`src/core/fsbc_pkg.sv`:
```
package fsbc_pkg;
   // Number of selection footswitches and of stored banks.
   localparam int NSEL = 4;
   localparam int BANK_AW = 2;
   localparam int NBANK = 4;
   localparam logic [BANK_AW-1:0] BANK_FIRST = 2'h0;
   localparam logic [BANK_AW-1:0] BANK_STEP = 2'h1;

   // Clock rate and documented hold times.
   localparam int CLK_KHZ = 125000;
   localparam int HOLD_SHORT_MS = 3000;
   localparam int HOLD_LONG_MS = 8000;
   localparam int FLASH_MS = 100;
   localparam int BLINK_MS = 250;
   localparam int HOLD_SHORT_CYC = HOLD_SHORT_MS * CLK_KHZ;
   localparam int HOLD_LONG_CYC = HOLD_LONG_MS * CLK_KHZ;
   localparam int FLASH_CYC = FLASH_MS * CLK_KHZ;
   localparam int BLINK_CYC = BLINK_MS * CLK_KHZ;
   localparam int HOLD_W = 30;
   localparam int FLASH_W = 24;
   localparam int BLINK_W = 25;
   localparam int SLOT_W = 4;
   localparam logic [SLOT_W-1:0] BLINK_SLOTS = 4'hA;

   // Factory bank contents, bank 0 in the low nibble.
   localparam logic [NBANK*NSEL-1:0] BANK_FACTORY = 16'hF731;

   // Register map.
   localparam int ADDR_W = 4;
   localparam logic [ADDR_W-1:0] REG_CTRL = 4'h0;
   localparam logic [ADDR_W-1:0] REG_STATUS = 4'h4;
   localparam logic CTRL_EN_RST = 1'b1;
   localparam int CTRL_EN_BIT = 0;
   localparam int ST_MODE_LSB = 0;
   localparam int ST_BANK_LSB = 2;
   localparam int ST_EDIT_LSB = 4;
   localparam int ST_LIVE_LSB = 8;
   localparam int ST_AMPS_BIT = 12;
   localparam int ST_MUTE_BIT = 13;
   localparam logic [1:0] RESP_OKAY = 2'h0;
   localparam logic [1:0] RESP_SLVERR = 2'h2;

   typedef enum logic [1:0] {
      FSBC_MANUAL = 2'b00,
      FSBC_BANK = 2'b01,
      FSBC_PROG = 2'b10
   } fsbc_mode_t;

   // Footswitch contacts, high while pressed.
   typedef struct packed {
      logic mute;
      logic [NSEL-1:0] sel;
   } fsbc_sw_t;

   localparam int SYNC_W = $bits(fsbc_sw_t) + 2 + NSEL;
endpackage

```
`src/core/fsbc_ctrl.sv`:
```
`timescale 1ns/10ps
// What this block does
// - On the amplifier port the controller sets itself up for output selection unaided.
// - Manual mode: each selection switch toggles its own output, any combination allowed.
// - Outside programming, mute tap toggles one shared mute; both mute lamps show that state.
// - Three-second mute hold in manual mode enters bank mode.
// - Mode indicator lit in bank mode, dark in manual mode.
// - Bank mode: selection switch n recalls stored bank n and applies it.
// - Three-second mute hold in bank mode returns to manual, indicator off.
// - Eight-second mute hold enters programming at the first bank.
// - While programming, mute lamp blinks groups counting the edited bank number.
// - Programming: switches edit the bank; mute tap stores it and advances.
// - Three-second mute hold while programming leaves to bank mode.
// - Mode indicator flashes briefly on every accepted press.
// - Own four banks and own mode, independent of the rack unit.
// - Rack unit may still change live outputs while we recall banks.
// - After power-up the controller starts in manual mode.
module fsbc_ctrl #(
   parameter int HOLD_SHORT_CYC = fsbc_pkg::HOLD_SHORT_CYC,
   parameter int HOLD_LONG_CYC = fsbc_pkg::HOLD_LONG_CYC,
   parameter int FLASH_CYC = fsbc_pkg::FLASH_CYC,
   parameter int BLINK_CYC = fsbc_pkg::BLINK_CYC
) (
   input wire logic aclk,
   input wire logic aresetn,
   input wire logic [fsbc_pkg::ADDR_W-1:0] s_axi_awaddr,
   input wire logic s_axi_awvalid,
   output logic s_axi_awready,
   input wire logic [31:0] s_axi_wdata,
   input wire logic [3:0] s_axi_wstrb,
   input wire logic s_axi_wvalid,
   output logic s_axi_wready,
   output logic [1:0] s_axi_bresp,
   output logic s_axi_bvalid,
   input wire logic s_axi_bready,
   input wire logic [fsbc_pkg::ADDR_W-1:0] s_axi_araddr,
   input wire logic s_axi_arvalid,
   output logic s_axi_arready,
   output logic [31:0] s_axi_rdata,
   output logic [1:0] s_axi_rresp,
   output logic s_axi_rvalid,
   input wire logic s_axi_rready,
   input wire fsbc_pkg::fsbc_sw_t sw_in,
   input wire logic amps_port_in,
   input wire logic mute_state_in,
   input wire logic [fsbc_pkg::NSEL-1:0] live_sel_in,
   output logic amps_cfg_o,
   output logic mute_toggle_o,
   output logic [fsbc_pkg::NSEL-1:0] sel_toggle_o,
   output logic sel_load_o,
   output logic [fsbc_pkg::NSEL-1:0] sel_load_data_o,
   output logic mode_indicator_o,
   output logic mute_indicator_o
);
   import fsbc_pkg::*;

   localparam logic [HOLD_W-1:0] HOLD_S = HOLD_W'(HOLD_SHORT_CYC - 1);
   localparam logic [HOLD_W-1:0] HOLD_L = HOLD_W'(HOLD_LONG_CYC - 1);
   localparam logic [HOLD_W-1:0] HOLD_SAT = HOLD_W'(HOLD_LONG_CYC);
   localparam logic [FLASH_W-1:0] FLASH_LD = FLASH_W'(FLASH_CYC);
   localparam logic [BLINK_W-1:0] BLINK_END = BLINK_W'(BLINK_CYC - 1);

   function automatic logic [BANK_AW-1:0] first_set(input logic [NSEL-1:0] v);
      logic [BANK_AW-1:0] idx;
      idx = '0;
      for (int i = NSEL - 1; i >= 0; i--) begin
         if (v[i]) begin
            idx = BANK_AW'(i);
         end
      end
      return idx;
   endfunction

   // Pin synchroniser; only the second stage is read.
   logic [SYNC_W-1:0] sync1_r, sync2_r;
   always_ff @(posedge aclk) begin
      if (!aresetn) begin
         sync1_r <= '0;
         sync2_r <= '0;
      end else begin
         sync1_r <= {sw_in, amps_port_in, mute_state_in, live_sel_in};
         sync2_r <= sync1_r;
      end
   end

   fsbc_sw_t sw_s;
   logic amps_s, mute_s;
   logic [NSEL-1:0] live_s;
   assign {sw_s, amps_s, mute_s, live_s} = sync2_r;

   // Control state.
   fsbc_mode_t mode_r, mode_nxt;
   fsbc_sw_t sw_prev_r, sw_prev_nxt;
   logic [HOLD_W-1:0] hold_r, hold_nxt;
   logic [FLASH_W-1:0] flash_r, flash_nxt;
   logic [BLINK_W-1:0] blink_r, blink_nxt;
   logic [SLOT_W-1:0] slot_r, slot_nxt;
   logic [BANK_AW-1:0] bank_r, bank_nxt;
   logic [NSEL-1:0] edit_r, edit_nxt;
   logic recall_r, recall_nxt, edit_ld_r, edit_ld_nxt;
   logic amps_nxt, mtog_nxt, load_nxt, mode_led_nxt, mute_led_nxt;
   logic [NSEL-1:0] stog_nxt, load_data_nxt;
   logic ctrl_en_r;
   logic en, mute_rise, mute_fall, tap, hold3, hold8, accept;
   logic [NSEL-1:0] sel_press;
   logic mem_we;
   logic [BANK_AW-1:0] mem_raddr;
   logic [NSEL-1:0] mem_rdata;

   always_comb begin
      en = ctrl_en_r && amps_s;
      sel_press = en ? (sw_s.sel & ~sw_prev_r.sel) : '0;
      mute_rise = en && sw_s.mute && !sw_prev_r.mute;
      mute_fall = en && !sw_s.mute && sw_prev_r.mute;
      tap = mute_fall && (hold_r < HOLD_S + 1'b1);
      hold3 = en && sw_s.mute && (hold_r == HOLD_S);
      hold8 = en && sw_s.mute && (hold_r == HOLD_L);
      accept = (sel_press != '0) || mute_rise;

      sw_prev_nxt = sw_s;
      // The count parks one past the long threshold, so each threshold is met once per hold.
      hold_nxt = (en && sw_s.mute) ? ((hold_r == HOLD_SAT) ? hold_r : hold_r + 1'b1) : '0;
      flash_nxt = accept ? FLASH_LD : ((flash_r != '0) ? flash_r - 1'b1 : flash_r);
      mode_nxt = mode_r;
      bank_nxt = bank_r;
      edit_nxt = edit_r;
      recall_nxt = 1'b0;
      edit_ld_nxt = 1'b0;
      mtog_nxt = 1'b0;
      stog_nxt = '0;
      load_nxt = 1'b0;
      load_data_nxt = sel_load_data_o;
      mem_we = 1'b0;
      mem_raddr = first_set(sel_press);
      amps_nxt = amps_s;

      if (recall_r) begin
         load_nxt = 1'b1;
         load_data_nxt = mem_rdata;
      end
      if (edit_ld_r) begin
         edit_nxt = mem_rdata;
         load_nxt = 1'b1;
         load_data_nxt = mem_rdata;
      end

      case (mode_r)
         FSBC_MANUAL: begin
            stog_nxt = sel_press;
            if (tap) begin
               mtog_nxt = 1'b1;
            end
            if (hold3) begin
               mode_nxt = FSBC_BANK;
            end
         end
         FSBC_BANK: begin
            if (sel_press != '0) begin
               recall_nxt = 1'b1;
            end
            if (tap) begin
               mtog_nxt = 1'b1;
            end
            if (hold3) begin
               mode_nxt = FSBC_MANUAL;
            end
         end
         FSBC_PROG: begin
            if (sel_press != '0) begin
               edit_nxt = edit_r ^ sel_press;
               load_nxt = 1'b1;
               load_data_nxt = edit_nxt;
            end
            if (tap) begin
               mem_we = 1'b1;
               bank_nxt = bank_r + BANK_STEP;
               mem_raddr = bank_nxt;
               edit_ld_nxt = 1'b1;
            end
            if (hold3) begin
               mode_nxt = FSBC_BANK;
            end
         end
         default: begin
            mode_nxt = FSBC_MANUAL;
         end
      endcase
      if (hold8) begin
         mode_nxt = FSBC_PROG;
         bank_nxt = BANK_FIRST;
         mem_raddr = BANK_FIRST;
         edit_ld_nxt = 1'b1;
      end

      // Blink groups: on in even slots while slot/2 is not above the bank index.
      if (mode_r == FSBC_PROG) begin
         blink_nxt = (blink_r == BLINK_END) ? '0 : blink_r + 1'b1;
         slot_nxt = slot_r;
         if (blink_r == BLINK_END) begin
            slot_nxt = (slot_r == BLINK_SLOTS - 1'b1) ? '0 : slot_r + 1'b1;
         end
      end else begin
         blink_nxt = '0;
         slot_nxt = '0;
      end
      if (mode_nxt == FSBC_PROG) begin
         mute_led_nxt = !slot_nxt[0] && (slot_nxt[SLOT_W-1:1] <= (SLOT_W-1)'(bank_nxt));
      end else begin
         mute_led_nxt = mute_s;
      end
      mode_led_nxt = (mode_nxt == FSBC_BANK) ^ (flash_nxt != '0);
   end

   always_ff @(posedge aclk) begin
      if (!aresetn) begin
         mode_r <= FSBC_MANUAL;
         sw_prev_r <= '0;
         hold_r <= '0;
         flash_r <= '0;
         blink_r <= '0;
         slot_r <= '0;
         bank_r <= BANK_FIRST;
         edit_r <= '0;
         recall_r <= 1'b0;
         edit_ld_r <= 1'b0;
         amps_cfg_o <= 1'b0;
         mute_toggle_o <= 1'b0;
         sel_toggle_o <= '0;
         sel_load_o <= 1'b0;
         sel_load_data_o <= '0;
         mode_indicator_o <= 1'b0;
         mute_indicator_o <= 1'b0;
      end else begin
         mode_r <= mode_nxt;
         sw_prev_r <= sw_prev_nxt;
         hold_r <= hold_nxt;
         flash_r <= flash_nxt;
         blink_r <= blink_nxt;
         slot_r <= slot_nxt;
         bank_r <= bank_nxt;
         edit_r <= edit_nxt;
         recall_r <= recall_nxt;
         edit_ld_r <= edit_ld_nxt;
         amps_cfg_o <= amps_nxt;
         mute_toggle_o <= mtog_nxt;
         sel_toggle_o <= stog_nxt;
         sel_load_o <= load_nxt;
         sel_load_data_o <= load_data_nxt;
         mode_indicator_o <= mode_led_nxt;
         mute_indicator_o <= mute_led_nxt;
      end
   end

   fsbc_bank_mem u_mem (
      .aclk(aclk),
      .aresetn(aresetn),
      .we(mem_we),
      .waddr(bank_r),
      .wdata(edit_r),
      .raddr(mem_raddr),
      .rdata(mem_rdata)
   );

   // AXI4-Lite slave: address and data may arrive in either order.
   logic aw_hold_r, aw_hold_nxt, w_hold_r, w_hold_nxt;
   logic [ADDR_W-1:0] aw_addr_r, aw_addr_nxt;
   logic [31:0] w_data_r, w_data_nxt, rdata_nxt;
   logic [3:0] w_strb_r, w_strb_nxt;
   logic bvalid_nxt, rvalid_nxt, ctrl_en_nxt;
   logic [1:0] bresp_nxt, rresp_nxt;

   assign s_axi_awready = !aw_hold_r && !s_axi_bvalid;
   assign s_axi_wready = !w_hold_r && !s_axi_bvalid;
   assign s_axi_arready = !s_axi_rvalid;

   always_comb begin
      aw_hold_nxt = aw_hold_r || (s_axi_awvalid && s_axi_awready);
      aw_addr_nxt = (s_axi_awvalid && s_axi_awready) ? s_axi_awaddr : aw_addr_r;
      w_hold_nxt = w_hold_r || (s_axi_wvalid && s_axi_wready);
      w_data_nxt = (s_axi_wvalid && s_axi_wready) ? s_axi_wdata : w_data_r;
      w_strb_nxt = (s_axi_wvalid && s_axi_wready) ? s_axi_wstrb : w_strb_r;
      bvalid_nxt = s_axi_bvalid && !s_axi_bready;
      bresp_nxt = s_axi_bresp;
      ctrl_en_nxt = ctrl_en_r;
      if (aw_hold_r && w_hold_r && !s_axi_bvalid) begin
         aw_hold_nxt = 1'b0;
         w_hold_nxt = 1'b0;
         bvalid_nxt = 1'b1;
         bresp_nxt = RESP_SLVERR;
         if (aw_addr_r == REG_CTRL) begin
            bresp_nxt = RESP_OKAY;
            if (w_strb_r[0]) begin
               ctrl_en_nxt = w_data_r[CTRL_EN_BIT];
            end
         end else if (aw_addr_r == REG_STATUS) begin
            bresp_nxt = RESP_OKAY;
         end
      end
      rvalid_nxt = s_axi_rvalid && !s_axi_rready;
      rdata_nxt = s_axi_rdata;
      rresp_nxt = s_axi_rresp;
      if (s_axi_arvalid && s_axi_arready) begin
         rvalid_nxt = 1'b1;
         rdata_nxt = '0;
         rresp_nxt = RESP_OKAY;
         if (s_axi_araddr == REG_CTRL) begin
            rdata_nxt[CTRL_EN_BIT] = ctrl_en_r;
         end else if (s_axi_araddr == REG_STATUS) begin
            rdata_nxt[ST_MODE_LSB +: 2] = mode_r;
            rdata_nxt[ST_BANK_LSB +: BANK_AW] = bank_r;
            rdata_nxt[ST_EDIT_LSB +: NSEL] = edit_r;
            rdata_nxt[ST_LIVE_LSB +: NSEL] = live_s;
            rdata_nxt[ST_AMPS_BIT] = amps_s;
            rdata_nxt[ST_MUTE_BIT] = mute_s;
         end else begin
            rresp_nxt = RESP_SLVERR;
         end
      end
   end

   always_ff @(posedge aclk) begin
      if (!aresetn) begin
         aw_hold_r <= 1'b0;
         aw_addr_r <= '0;
         w_hold_r <= 1'b0;
         w_data_r <= '0;
         w_strb_r <= '0;
         s_axi_bvalid <= 1'b0;
         s_axi_bresp <= RESP_OKAY;
         s_axi_rvalid <= 1'b0;
         s_axi_rdata <= '0;
         s_axi_rresp <= RESP_OKAY;
         ctrl_en_r <= CTRL_EN_RST;
      end else begin
         aw_hold_r <= aw_hold_nxt;
         aw_addr_r <= aw_addr_nxt;
         w_hold_r <= w_hold_nxt;
         w_data_r <= w_data_nxt;
         w_strb_r <= w_strb_nxt;
         s_axi_bvalid <= bvalid_nxt;
         s_axi_bresp <= bresp_nxt;
         s_axi_rvalid <= rvalid_nxt;
         s_axi_rdata <= rdata_nxt;
         s_axi_rresp <= rresp_nxt;
         ctrl_en_r <= ctrl_en_nxt;
      end
   end
endmodule // fsbc_ctrl

```
`src/core/fsbc_bank_mem.sv`:
```
`timescale 1ns/10ps
module fsbc_bank_mem (
   input wire logic aclk,
   input wire logic aresetn,
   input wire logic we,
   input wire logic [fsbc_pkg::BANK_AW-1:0] waddr,
   input wire logic [fsbc_pkg::NSEL-1:0] wdata,
   input wire logic [fsbc_pkg::BANK_AW-1:0] raddr,
   output logic [fsbc_pkg::NSEL-1:0] rdata
);
   import fsbc_pkg::*;

   logic [NSEL-1:0] mem_r [NBANK];
   logic [NSEL-1:0] mem_nxt [NBANK];
   logic [NSEL-1:0] rdata_nxt;

   always_comb begin
      mem_nxt = mem_r;
      if (we) begin
         mem_nxt[waddr] = wdata;
      end
      rdata_nxt = mem_r[raddr];
   end

   // Reset stands in for the factory load of the non-volatile store.
   always_ff @(posedge aclk) begin
      if (!aresetn) begin
         for (int i = 0; i < NBANK; i++) begin
            mem_r[i] <= BANK_FACTORY[i*NSEL +: NSEL];
         end
         rdata <= '0;
      end else begin
         mem_r <= mem_nxt;
         rdata <= rdata_nxt;
      end
   end
endmodule // fsbc_bank_mem

```
`config.mk`:
```
export PLATFORM = sky130hd
export DESIGN_NAME = fsbc_ctrl
export DESIGN_NICKNAME = d
export VERILOG_FILES = /design/src/core/fsbc_pkg.sv /design/src/core/fsbc_ctrl.sv /design/src/core/fsbc_bank_mem.sv
export SDC_FILE = /design/constraint.sdc
export NUM_CORES = 1
export LEC_CHECK = 0
export CAP_MARGIN = 40
export CORE_ASPECT_RATIO = 1.75
export CORE_MARGIN = 2
export CORE_UTILIZATION = 55
export DETAILED_ROUTE_END_ITERATION = 7
export DONT_BUFFER_PORTS = 1
export GPL_TIMING_DRIVEN = 0
export PLACE_DENSITY_LB_ADDON = 0.05
export SYNTH_ARGS = -nofsm -noshare
export SYNTH_HDL_FRONTEND = slang
export SYNTH_SLANG_ARGS = --single-unit
```
`constraint.sdc`:
```
create_clock -name aclk -period 3.7 [get_ports aclk]
set_input_delay 0.37 -clock aclk [delete_from_list [all_inputs] [get_ports aclk]]
set_output_delay 0.37 -clock aclk [all_outputs]
set_load 0.01 [all_outputs]
```
# Word-level counts from Yosys, hierarchy flattened
# Index checks and enable logic that the tools add are counted.
# W data, S select, Z words.
[word_totals]
ff_bits = 182
latch_bits = 0
mem_bits_rw = 0
romBits = 0
in_bits = 62
elab_cells = 162
n_memories = 0
[classes]
n_addsub = 5
n_mul = 0
div_mod_pow = 0
order_cmp = 5
n_eq_ne = 11
shifts = 0
n_mux = 51
n_bitwise = 8
n_reduce_logical = 46
[op_table]
columns = ["operator", "n"]
rows = [
  ["$eq A30 B30 Y1 const B", 2],
  ["$mux W4", 14],
  ["$mux W24", 2],
  ["$reduce_bool A24 Y1", 2],
  ["$mux W2", 17],
  ["$add A30 B1 Y30 const B", 1],
  ["$eq A30 B29 Y1 const B", 1],
  ["$lt A30 B29 Y1 const B", 1],
  ["$add A25 B1 Y25 const B", 1],
  ["$eq A25 B25 Y1 const B", 1],
  ["$sub A24 B1 Y24 const B", 1],
  ["$logic_and A1 B1 Y1", 19],
  ["$bwmux W16", 1],
  ["$mux W14", 1],
  ["$mux W13", 1],
  ["$mux W1", 12],
  ["$logic_not A1 Y1", 9],
  ["$bmux W4 S2", 1],
  ["$demux W4 S2", 1],
  ["$eq A4 B3 Y1 const B", 2],
  ["$logic_not A4 Y1", 2],
  ["$reduce_and A2 Y1", 4],
  ["$ge A3 B3 Y1 const B", 2],
  ["$not A2 Y3", 2],
  ["19 further kinds", 26],
]

# Longest topological paths before layout
# Gate-level depths: netlist of run 1.
[depth]
ltp_word = 14
mapped_depth = 13
mapped_depth_nobuf = 13

# By module
# From an unflattened synthesis of run 1, not the netlist that was laid out.
[unflattened]
cells_unflattened = 903
area_unflattened_um2 = 7941.4
[modules_own_cells]
columns = ["module", "instances", "cells_per_inst", "area_each_um2", "seq_area_each_um2"]
rows = [
  ["fsbc_ctrl", 1, 821, 7073.0, 3203.1],
  ["fsbc_bank_mem", 1, 82, 868.3, 400.4],
]

# Worst setup path after synthesis of run 1
# No wires, ideal clock.
[synth_timing]
path_kind = "reg2reg"
startpoint = "register flash_r[3]"
endpoint = "register mode_indicator_o"
setup_ps = 131
t_arrival_ps = 2560
setup_slack_ps = 1010
stages_incl_launch_ff = 10
path_buffers = 1
cell_sequence = "dfxtp_1 > buf_6 > or4_4 > or4_4 > a211o_4 > o21ai_1 > o2111ai_2 > a211oi_2 > a21o_1 > a21oi_2"
[synth_between]
elab_chain_len = 5
word_cells_on_any_way = 6
cone_classes = "1 x add/sub; 2 x mux; 1 x bitwise; 2 x reduce/logical"
[synth_rtl]
columns = ["item", "line_no", "source"]
rows = [
  ["from (decl)", "fsbc_ctrl.sv:95", "logic [FLASH_W-1:0] flash_r, flash_nxt;"],
  ["from (signal assigned)", "fsbc_ctrl.sv:237", "flash_r <= flash_nxt;"],
  ["$sub A24 B1 Y24 / $reduce_bool A24 Y1 (equally long branches)", "fsbc_ctrl.sv:123", "flash_nxt = accept ? FLASH_LD : ((flash_r != '0) ? flash_r - 1'b1 : flash_r);"],
  ["$mux W24 (*) (2 in series)", "fsbc_ctrl.sv:123", ""],
  ["$reduce_bool A24 Y1 (*)", "fsbc_ctrl.sv:211", "mode_led_nxt = (mode_nxt == FSBC_BANK) ^ (flash_nxt != '0);"],
  ["$xor A1 B1 Y1 (*)", "fsbc_ctrl.sv:211", ""],
  ["to (signal assigned)", "fsbc_ctrl.sv:249", "mode_indicator_o <= mode_led_nxt;"],
  ["to (decl)", "fsbc_ctrl.sv:52", "output logic mode_indicator_o,"],
]
# Mark *: on every way between the ends. The rest lies on a longest branch, timed or not.
# A chain may end at the register's enable or synchronous reset.

# Worst setup path in the final report of run 1
[layout_timing]
startpoint = "register hold_r[26]"
endpoint = "register mute_indicator_o"
[layout_between]
elab_chain_len = 8
word_cells_on_any_way = 17
cone_classes = "2 x order compare; 3 x eq/ne; 8 x mux; 4 x reduce/logical"
[layout_rtl]
columns = ["item", "line_no", "source"]
rows = [
  ["from (decl)", "fsbc_ctrl.sv:94", "logic [HOLD_W-1:0] hold_r, hold_nxt;"],
  ["from (signal assigned)", "fsbc_ctrl.sv:236", "hold_r <= hold_nxt;"],
  ["$lt A30 B29 Y1", "fsbc_ctrl.sv:115", "tap = mute_fall && (hold_r < HOLD_S + 1'b1);"],
  ["$logic_and A1 B1 Y1", "fsbc_ctrl.sv:115", ""],
  ["$mux W2", "fsbc_ctrl.sv:174", "if (tap) begin"],
  ["$mux W2", "fsbc_ctrl.sv:147", "case (mode_r)"],
  ["$mux W2 (*)", "fsbc_ctrl.sv:188", "if (hold8) begin"],
  ["via bank_nxt[0]", "fsbc_ctrl.sv:98", "logic [BANK_AW-1:0] bank_r, bank_nxt;"],
  ["$le A3 B2 Y1 (*)", "fsbc_ctrl.sv:207", "mute_led_nxt = !slot_nxt[0] && (slot_nxt[SLOT_W-1:1] <= (SLOT_W-1)'(bank_nxt));"],
  ["$logic_and A1 B1 Y1 (*)", "fsbc_ctrl.sv:207", ""],
  ["$mux W1 (*)", "fsbc_ctrl.sv:206", "if (mode_nxt == FSBC_PROG) begin"],
  ["to (signal assigned)", "fsbc_ctrl.sv:250", "mute_indicator_o <= mute_led_nxt;"],
  ["to (decl)", "fsbc_ctrl.sv:53", "output logic mute_indicator_o"],
]
# Mark *: on every way through the listed nets, which the timed path passes. The rest lies on a longest branch.

==> metrics.md, run 1 <==
| Metric | Value |
|---|---|
| Die height | 163.6 microns |
| Actual slew at the worst max-slew pin | 826.7 ps |
| Largest net degree at the start of global routing | 20 |
| Via count | 6701 |
| Iter 0 DRT Violations | 331 |
| Combinational share of power | 25.8% |
| Share of layout cells above drive strength 1 | under 10% |
| Hpwl dp | between 15000 and 20000 microns |
| Largest area contributor in the netlist | dfxtp_1 |
| Unrepaired setup endpoints after global routing | false |
| PortBufs | 0 |
| H-Tree Depth | 4 |
| CTS Buf Count | 17 |
| Met1 Usage GRT | 23.22% |
| Residual DRC | 0 |
| CTS Sinks | 180 |
| Worst rel slew slack | between 40% and 50% |
| Adder-cell share of the synthesized area | 1.720% |
| HP Class | input pin to flop |
| Minimum clock period | 3439 ps |
| Simple-gate share of the synthesized area | about 28% |
| Fin. max-slew vios | 0 |
| GRT Overall Usage | about a quarter |
| Drt total wl | 19760 microns |
| Commonest non-fill, non-tap cell in the layout | dfxtp_1 |
| TNS Setup | 0 ps |
| Seq pwr share | 41.2% |
| CTS tree | built |
| P_int | roughly 0.0036 W |
| Power Dens Cells | 599.5 nW/um^2 |
| CP Launch Type | flop |
| Slowest stage delay, CP | slightly below 600 ps |
| F_max | 290.8 MHz |
| Core Rows | 58 |
| Via density | 5.713 |
| Synth Area in Compound Gates | 10.54% |
| CP max-delay cell | a311oi_1 |
| Worst skew pair latency | 430 ps |
| Largest family of logic cells by synthesized area | simple AND/OR/NAND/NOR gates |
| CTS root buffer | clkbuf_16 |
| Die ar. | 15570 sq um |
| Finished Cell Area | just under 9000 sq um |
| Final Hold Fails | 0 |
| Static leakage | 3.199 nW |
| Synth Warn # | 0 |
| Max VDD drop | 0.3053 mV |
| Clock skew | between 10 and 15 ps |
| Mapped Cells | around 940 |
| Final nets | 1052 |
| Largest fanout on the critical path | 10 |
| CTS clk-pin slew, worst paths | 70 ps |
| Post-CTS Resized | 0 |
| Area Overhead vs Synth | 11.05% |
| CTS hold repair buffers | 0 |
| Core area | 14300 sq um |
| Most Crowded Layer GR | met2 |
| Worst path cell trace | nor4bb_1 > nand3_1 > a311oi_1 > nor3_1 > clkbuf_1 > xnor2_1 > nor2_1 > ha_1 > inv_1 > a21oi_1 > a21oi_1 > or4_1 > a21oi_1 |
| Arr. time, crit path | about 3800 ps |
| Net switching power | between 0.0015 and 0.002 W |
| Post-DRT Antenna Nets | 0 |
| Synth top area cells | dfxtp_1 (45%), nor2_1 (6.4%), xnor2_1 (3.8%) |
| DRT Pass-1 Iters | 5 |
| Final Cycle Share | between 90% and 100% |
| First-pass GRT wire length | ~31000 microns |
| Placed cells | 1140 |
| Kind of critical path | flop to flop |
| Initial antenna violation count | 1 |
| Most frequent cells in the layout | dfxtp_1 (180), nor2_1 (137), nand2_1 (78) |
| CP Capture Type | flop |
| Avg WL per Cell | between 15 and 20 microns |
| Chip Width | roughly 95 microns |
| Remaining global-route overflow | 0 |
| Unique masters post-synth | 59 |
| Clock buffer depth | 2 |
| Max Cap Violations | 0 |
| Asr flop ratio synth | 0% |
| Final setup violation count | 0 |
| Register area share after synthesis | 45.02% |
| RePlAce Congestion | 0.8973 |
| Mux share of post-synthesis cell area | 2.267% |
| Grt met3 use | 4.935% |
| Io pins | ~120 |
| Mean area per synthesized cell | 8.506 sq um |
| Area after DPL | 8300 sq um |
| M2 GR Usage | 51.82% |
| CP most frequent cell | a21oi_1 |
| Post-CTS Setup Inserts | 0 |
| Initial Util | 55.99% |
| Yosys top cell area share | roughly 45% |
| Ys flop type | dfxtp_1 |
| Vias in the first global route | 6667 |
| WP data required | 4050 ps |
| Net switching fraction of the power | 33.25% |
| Yosys reg bits | between 150 and 200 |
| Status | completed |
| XOR/XNOR share of the synthesized area | 7.332% |
| Fin cells | 1173 |
| Fillers | around 1300 |
| Post-Syn Area | about 8000 sq um |
| Post-synth EDFFs | 0 |
| Clk pwr share | approximately 33% |
[per-stage QoR]
| stage | power (W) | worst slack [ps] | hold WS (ps) | util, % |
|---|---|---|---|---|
| after global routing | 0.005553 | 69.26 | 18.23 | 62.17 |
| final | 0.005329 | 260.8 | 33.48 | 62.17 |
| after detailed placement | 0.003573 | 267.8 | 420.3 | 58.06 |
| after floorplan | 0.003258 | 1010 | 411.9 | - |
| after global placement | 0.003551 | 294.4 | 418.3 | 58.06 |
| after CTS | 0.005329 | 239.8 | 17.54 | 62.16 |
[state kept, by name, summed over array words and instances (netlist names), 5 cells and up]
signal	flops
blink_r	25
sync1_r	11
flash_r	24
s_axi_rdata	14
sw_prev_r	5
u_mem.mem_r	16
hold_r	30
sync2_r	11
[final timing paths]
kind	start	endpoint	slack [ps]	cells after the start
worst max register to register	hold_r[26]	mute_indicator_o	260	13
worst max-delay path	hold_r[26]	mute_indicator_o	260	13
worst min-delay path	s_axi_rready	s_axi_rvalid	30	1
worst min register to register	sync1_r[10]	sync2_r[10]	440	1
[metal layers]
| metal | up-vias | share of wire (%) |
|---|---|---|
| li1 | 3284 | - |
| met1 | 3198 | 35 |
| met2 | 163 | 57 |
| met3 | 56 | 3.6 |
| met4 | 0 | 4.2 |
| met5 | - | 0 |
[critical path: cells and delay by family, from the launching register on]
family | cells | cell delay (ps)
flip-flops | 1 | 390
XOR/XNOR | 1 | 210
AND/OR/NAND/NOR | 5 | 1370
AO/OA/AOI/OAI | 4 | 900
adder cells (fa/ha/maj) | 1 | 160
buffers and inverters | 2 | 340
[cell usage after synthesis (4+ instances only)]
cell / instances
nand3_1: 59
nor4bb_1: 6
mux2i_1: 17
clkbuf_1: 36
nor4_1: 13
o22ai_1: 4
ha_1: 11
nand2b_1: 4
a31oi_1: 8
nand2_1: 78
buf_4: 20
xnor2_1: 35
nor2_1: 137
a21oi_1: 45
o21ai_0: 28
and2_1: 36
nor4b_1: 4
dfxtp_1: 180
a211oi_1: 7
buf_1: 5
a311oi_1: 5
nand4_1: 11
xor2_1: 32
a22oi_1: 14
nor2b_1: 10
nor3_1: 26
and3_1: 11
or4_1: 6
inv_1: 21
or3_1: 24
or2_2: 7
[cell type report]
cell class | instances | area, sq um | share of cell area [%]
Inverter | 21 | 78.83 | 0.8868
Multi-Input combinational cell | 695 | 4068 | 45.76
Sequential cell | 180 | 3603 | 40.54
Clock buffer | 18 | 429.2 | 4.828
Buffer | 64 | 325.3 | 3.660
Clock inverter | 14 | 156.4 | 1.760
Antenna cell | 1 | 2.502 | 0.02815
Tap cell | 180 | 225.2 | 2.534
[logic make-up after synthesis]
group	Yosys count
AOI/OAI and AO/OA	132
adders and majority gates	11
other	1
DFF	180
and+or+nand+nor	447
xor gates and xnor gates	67
buffers and inverters	85
muxes	18
[power by group through the flow]
stage                     registers [W]  clock network (W)  logic [W]
after floorplan                 0.00220                  0    0.00106
after global placement          0.00223                  0    0.00132
after detailed placement        0.00223                  0    0.00134
after CTS                       0.00219            0.00179    0.00135
after global routing            0.00221            0.00186    0.00148
final                           0.00219            0.00176    0.00137
Power figures use the tool's default switching activity.
==> run 2, diff against run 1 <==
CORE_ASPECT_RATIO = 2   (was 1.75)
==> run 2 against run 1 <==
Net effect:
- worst hold slack improved by 3.8 ps
- wire length fell by 4.2%
- fmax rose by 6.8%
- worst setup slack improved by 220 ps
- clock power rose by 3%
- cell area rose by 0.45%
- sequential share of layout area fell by 0.18 points
- power barely moved
- largest power group unchanged
- non-clock buffer count rose by 1
- sequential cell count did not move
==> metrics.md, run 2 (synthesized netlist as in run 1, its figures left out) <==
| Metric | Value |
|---|---|
| Status | completed |
| Io pins | 116 |
| Slowest stage delay, CP | 400 ps |
| Hold depth | 1 |
| Most frequent cells in the layout | dfxtp_1 (180), nor2_1 (137), nand2_1 (78) |
| Worst R2R Path Depth | 13 |
| Via count | 6579 |
| RR Endpoint | mute_indicator_o |
| Via density | between 5 and 6 |
| Initial antenna violation count | 0 |
| Biggest registers after layout | hold_r: 30 flops, blink_r: 25 flops, flash_r: 24 flops |
| FF-to-FF Start | sync2_r[5] |
| CTS root buffer | clkbuf_16 |
| Arr. time, crit path | 3580 ps |
| CTS clk-pin slew, worst paths | 70 ps |
| Iter 0 DRT Violations | 227 |
| Static leakage | between 3 and 4 nW |
| Fin. max-slew vios | 0 |
| PortBufs | 0 |
| Hpwl dp | 14490 microns |
| Minimum clock period | 3222 ps |
| Die ar. | 15590 sq um |
| Actual slew at the worst max-slew pin | 710.7 ps |
| Residual DRC | 0 |
| Share of layout cells above drive strength 1 | 7.366% |
| CP most frequent cell | a21oi_1 |
| CTS tree | built |
| WP data required | 4060 ps |
| CP max-delay cell | dfxtp_1 |
| Avg WL per Cell | 16.00 microns |
| CP Capture Type | flop |
| Unrepaired setup endpoints after global routing | false |
| CTS Buf Count | 17 |
| Kind of critical path | flop to flop |
| Post-CTS Setup Inserts | 0 |
| Largest Register | hold_r |
| Remaining global-route overflow | 0 |
| Hold slack | around 37 ps |
| Max Cap Violations | 0 |
| Area Overhead vs Synth | 11.55% |
| R2r setup slk | 480 ps |
| GRT Overall Usage | between 20% and 30% |
| Initial Util | between 50% and 60% |
| Max FFs per register | 30 |
| H-Tree Depth | 4 |
| ANT cells | 0 |
| Fin cells | 1183 |
| DRT Pass-1 Iters | 5 |
| CTS Sinks | 180 |
| Final setup violation count | 0 |
| Die height | 174.6 microns |
| HP Class | input pin to flop |
| Chip Width | 89.30 microns |
| Clock buffer depth | 2 |
| Top delay family on crit path | simple AND/OR/NAND/NOR gates |
| TNS Setup | 0 ps |
| Final nets | between 1000 and 1500 |
| Hold path startpoint | s_axi_rready |
| Core area | between 10000 and 15000 sq um |
| Commonest non-fill, non-tap cell in the layout | dfxtp_1 |
| Largest net degree at the start of global routing | 17 |
| Drt total wl | 18930 microns |
| Worst path cell trace | and2_1 > clkbuf_1 > nand4_1 > nor3_2 > clkbuf_1 > xnor2_1 > nor2_1 > ha_1 > inv_1 > a21oi_1 > a21oi_1 > or4_1 > a21oi_1 |
| Buf/Inv on CP | 3 |
| Post-DRT Antenna Nets | 0 |
| Final Hold Fails | 0 |
| Clock skew | 11.56 ps |
| Largest fanout on the critical path | 10 |
| RePlAce Congestion | 0.9613 |
| FF+latch area | 3603 sq um |
| CP Launch Type | flop |
| Vias in the first global route | 6371 |
| Hold path endpoint | s_axi_rvalid |
| Placed cells | 1153 |
| First-pass GRT wire length | a little over 30000 microns |
| Final Cycle Share | 87.07% |
| Worst rel slew slack | a little over half |
| Core Rows | 62 |
| Multi-input gate area in the final layout | 4079 sq um |
| F_max | 310.4 MHz |
| Fillers | 1329 |
| CTS hold repair buffers | 0 |
| Max VDD drop | 0.3389 mV |
| Worst skew pair latency | between 400 and 500 ps |
| Power Dens Cells | roughly 600 nW/um^2 |
## run 2: changes by cell type in the layout (fill, tap and decap cells not counted), sizes merged
cell and change:
bufinv +2, clkbuf +2, clkdlybuf4s15 +1, diode -1
inv -6
## run 2: per-layer routing
layer | global-route usage, % | part of all wire [%]
met5 | 0 | 0
met4 | 15.17 | 5.5
met3 | 3.921 | 2.6
met2 | 46.91 | 55
met1 | 25.60 | 37
## run 2: area by class of cell
cell class / instances / share of cell area (%)
repair buffers: 1 / 0.1261
clock inverters: 10 / 1.387
flip-flops and latches: 180 / 40.36
multi-input cells: 695 / 45.68
clock buffers: 20 / 5.227
plain buffers: 64 / 3.643
inverters: 21 / 0.8828
well taps: 192 / 2.691
## run 2: worst max path at each step
stage,startpoint,end,slack (ps),cells past startpoint
after global routing,sync2_r[5],mute_indicator_o,160,13
after detailed placement,hold_r[26],mute_indicator_o,320,13
after CTS,hold_r[26],mute_indicator_o,250,13
final,sync2_r[5],mute_indicator_o,480,13
after global placement,hold_r[26],mute_indicator_o,260,13
after floorplan,flash_r[3],mode_indicator_o,1010,9
## run 2: metrics by stage
step           instance area, sq um  power, W  setup WS (ps)  util [%]
2_1_floorplan                  8075  0.003258           1010         -
3_3_place_gp                   8315  0.003532          264.5     58.26
3_5_place_dp                   8327  0.003534          316.3     58.34
4_1_cts                        8917  0.005338          245.7     62.47
5_1_grt                        8929  0.005610          161.4     62.55
6_report                       8929  0.005330          478.3     62.55
## run 2: report_power, final
group	switching, W	internal (W)
registers	0.000114	0.00207
clock network	0.000761	0.00105
logic	0.000757	0.000579
## run 2: timing repair
action,in CTS,in global routing
endpoints found under the setup margin,0,1
resized for setup,0,2
endpoints found under the hold margin,0,0
## run 2: worst register-to-register path, stage by stage, from the launching register on
cell,delay [ps]
dfxtp_1,400
and2_1,150
clkbuf_1,390
nand4_1,330
nor3_2,320
clkbuf_1,400
xnor2_1,150
nor2_1,120
ha_1,150
inv_1,40
a21oi_1,130
a21oi_1,60
or4_1,390
a21oi_1,120
==> run 3, diff against run 2 <==
CTS_BUF_LIST = sky130_fd_sc_hd__clkbuf_8   (was default)
==> run 3 against run 2 <==
Net effect:
- clock power shrank 26%
- first-iteration DRC count grew 17%
- sequential power barely moved
- global-route usage is 0.16 points lower
- critical path type unchanged
==> metrics.md, run 3 (synthesized netlist as in run 1, its figures left out) <==
| Metric | Value |
|---|---|
| Status | completed |
| Fin. max-slew vios | 0 |
| Core Rows | 62 |
| Clock skew | 15.82 ps |
| Avg WL per Cell | 15.91 microns |
| Via count | 6554 |
| CP most frequent cell | a21oi_1 |
| Max Cap Violations | 0 |
| Final Cycle Share | 86.95% |
| Area Overhead vs Synth | 9.286% |
| CTS Buf Count | 17 |
| Drt total wl | 18830 microns |
| Setup WS pre-CTS | 316.3 ps |
| Actual slew at the worst max-slew pin | 714.1 ps |
| PortBufs | 0 |
| Initial Util | around 56% |
| H-Tree Depth | 4 |
| Minimum clock period | 3217 ps |
| Power Dens Cells | 556.4 nW/um^2 |
| Fin cells | 1184 |
| Slowest stage delay, CP | 410 ps |
| Largest net degree at the start of global routing | 17 |
| Final setup violation count | 0 |
| Fillers | 1370 |
| CTS clk-pin slew, worst paths | 90 ps |
| Die ar. | 15590 sq um |
| RePlAce Congestion | 0.9613 |
| Arr. time, crit path | 3610 ps |
| WP data required | 4090 ps |
| Worst skew pair latency | roughly 460 ps |
| Kind of critical path | flop to flop |
| Die height | 174.6 microns |
| CP max-delay cell | dfxtp_1 |
| CTS tree | built |
| Core area | 14270 sq um |
| Initial antenna violation count | 0 |
| Fin worst setup slack | 483.0 ps |
| CTS root buffer | clkbuf_8 |
| Worst path cell trace | and2_1 > clkbuf_1 > nand4_1 > nor3_2 > clkbuf_1 > xnor2_1 > nor2_1 > ha_1 > inv_1 > a21oi_1 > a21oi_1 > or4_1 > a21oi_1 |
| Max FFs per register | 30 |
| Placed cells | 1153 |
| CP Capture Type | flop |
| Biggest registers after layout | hold_r: 30 flops, blink_r: 25 flops, flash_r: 24 flops |
| TNS Setup | 0 ps |
| Post-CTS Setup Inserts | 0 |
| Final Hold Fails | 0 |
| Chip Width | 89.30 microns |
| Commonest non-fill, non-tap cell in the layout | dfxtp_1 |
| Worst rel slew slack | 52.03% |
| Clock buffer depth | 2 |
| R2r setup slk | ~480 ps |
| Residual DRC | 0 |
| Largest fanout on the critical path | 10 |
| DRT Pass-1 Iters | 5 |
| Multi-input gate area in the final layout | 4079 sq um |
| Max VDD drop | 0.2426 mV |
| First-pass GRT wire length | just over 30000 microns |
| Most frequent cells in the layout | dfxtp_1 (180), nor2_1 (137), nand2_1 (78) |
| Remaining global-route overflow | 0 |
| HP Class | input pin to flop |
| Via density | 5.535 |
| FF+latch area | roughly 3600 sq um |
| Hpwl dp | 14490 microns |
| CTS Sinks | 180 |
| Post-DRT Antenna Nets | 0 |
| Largest Register | hold_r |
| ANT cells | 0 |
| Unrepaired setup endpoints after global routing | false |
| CP Launch Type | flop |
| Final nets | 1054 |
| Share of layout cells above drive strength 1 | under 10% |
| Vias in the first global route | 6349 |
| Iter 0 DRT Violations | 265 |
| Io pins | 116 |
| GRT Overall Usage | 25.36% |
| Static leakage | 3.126 nW |
| F_max | 310.9 MHz |
==> run 3: cell count changes in the layout (fill, tap and decap cells not counted), sizes merged <==
cell         change
dlygate4sd3      +1
==> run 3: worst max-delay path, delay by kind of cell (launching register included) <==
family,cells,cell delay (ps)
flops,1,410
xor+xnor,1,150
compound gates,3,310
buf+inv,3,830
fa+ha+maj,1,150
simple gates,5,1300
==> run 3: where the power goes <==
part	internal, W	switching (W)
Sequential	0.00207	0.000113
Combinational	0.000579	0.000761
Clock	0.000654	0.000691
Total	0.00330	0.00156
==> run 3: through the flow <==
stage / utilization (%) / power, W / hold slack, ps / area (sq um)
after floorplan: - / 0.003258 / 411.9 / 8075
after detailed placement: 58.34 / 0.003534 / 418.1 / 8327
final: 61.28 / 0.004867 / 29.02 / 8747
after global routing: 61.28 / 0.005162 / 1.036 / 8747
after global placement: 58.26 / 0.003532 / 414.9 / 8315
after CTS: 61.20 / 0.004883 / 3.833 / 8736
==> run 3: path summary, 6_finish.rpt <==
path	start	endpoint	cells after the start
setup / recovery	sync2_r[5]	mute_indicator_o	13
hold / removal	sw_in[4]	sync1_r[10]	1
setup reg to reg	sync2_r[5]	mute_indicator_o	13
hold reg to reg	sync1_r[9]	sync2_r[9]	1
==> run 3: timing repair <==
action	in CTS	in global routing
hold buffers	1	0
endpoints found under the hold margin	1	0
resized for setup	0	2
endpoints found under the setup margin	0	1
==> run 3: final cells by class <==
class                           instances  area share, %
Sequential cell                       180          41.20
Inverter                               21         0.9012
Buffer                                 64          3.719
Multi-Input combinational cell        695          46.63
Clock inverter                         10          1.416
Timing Repair Buffer                    2         0.2432
Tap cell                              192          2.746
Clock buffer                           20          3.147
==> run 3: routing by layer <==
layer / global-route usage, % / routed length [microns]
met1: 25.65 / 6983
met2: 46.42 / 10260
met3: 3.921 / 575
met4: 15.05 / 1019
met5: 0 / 0
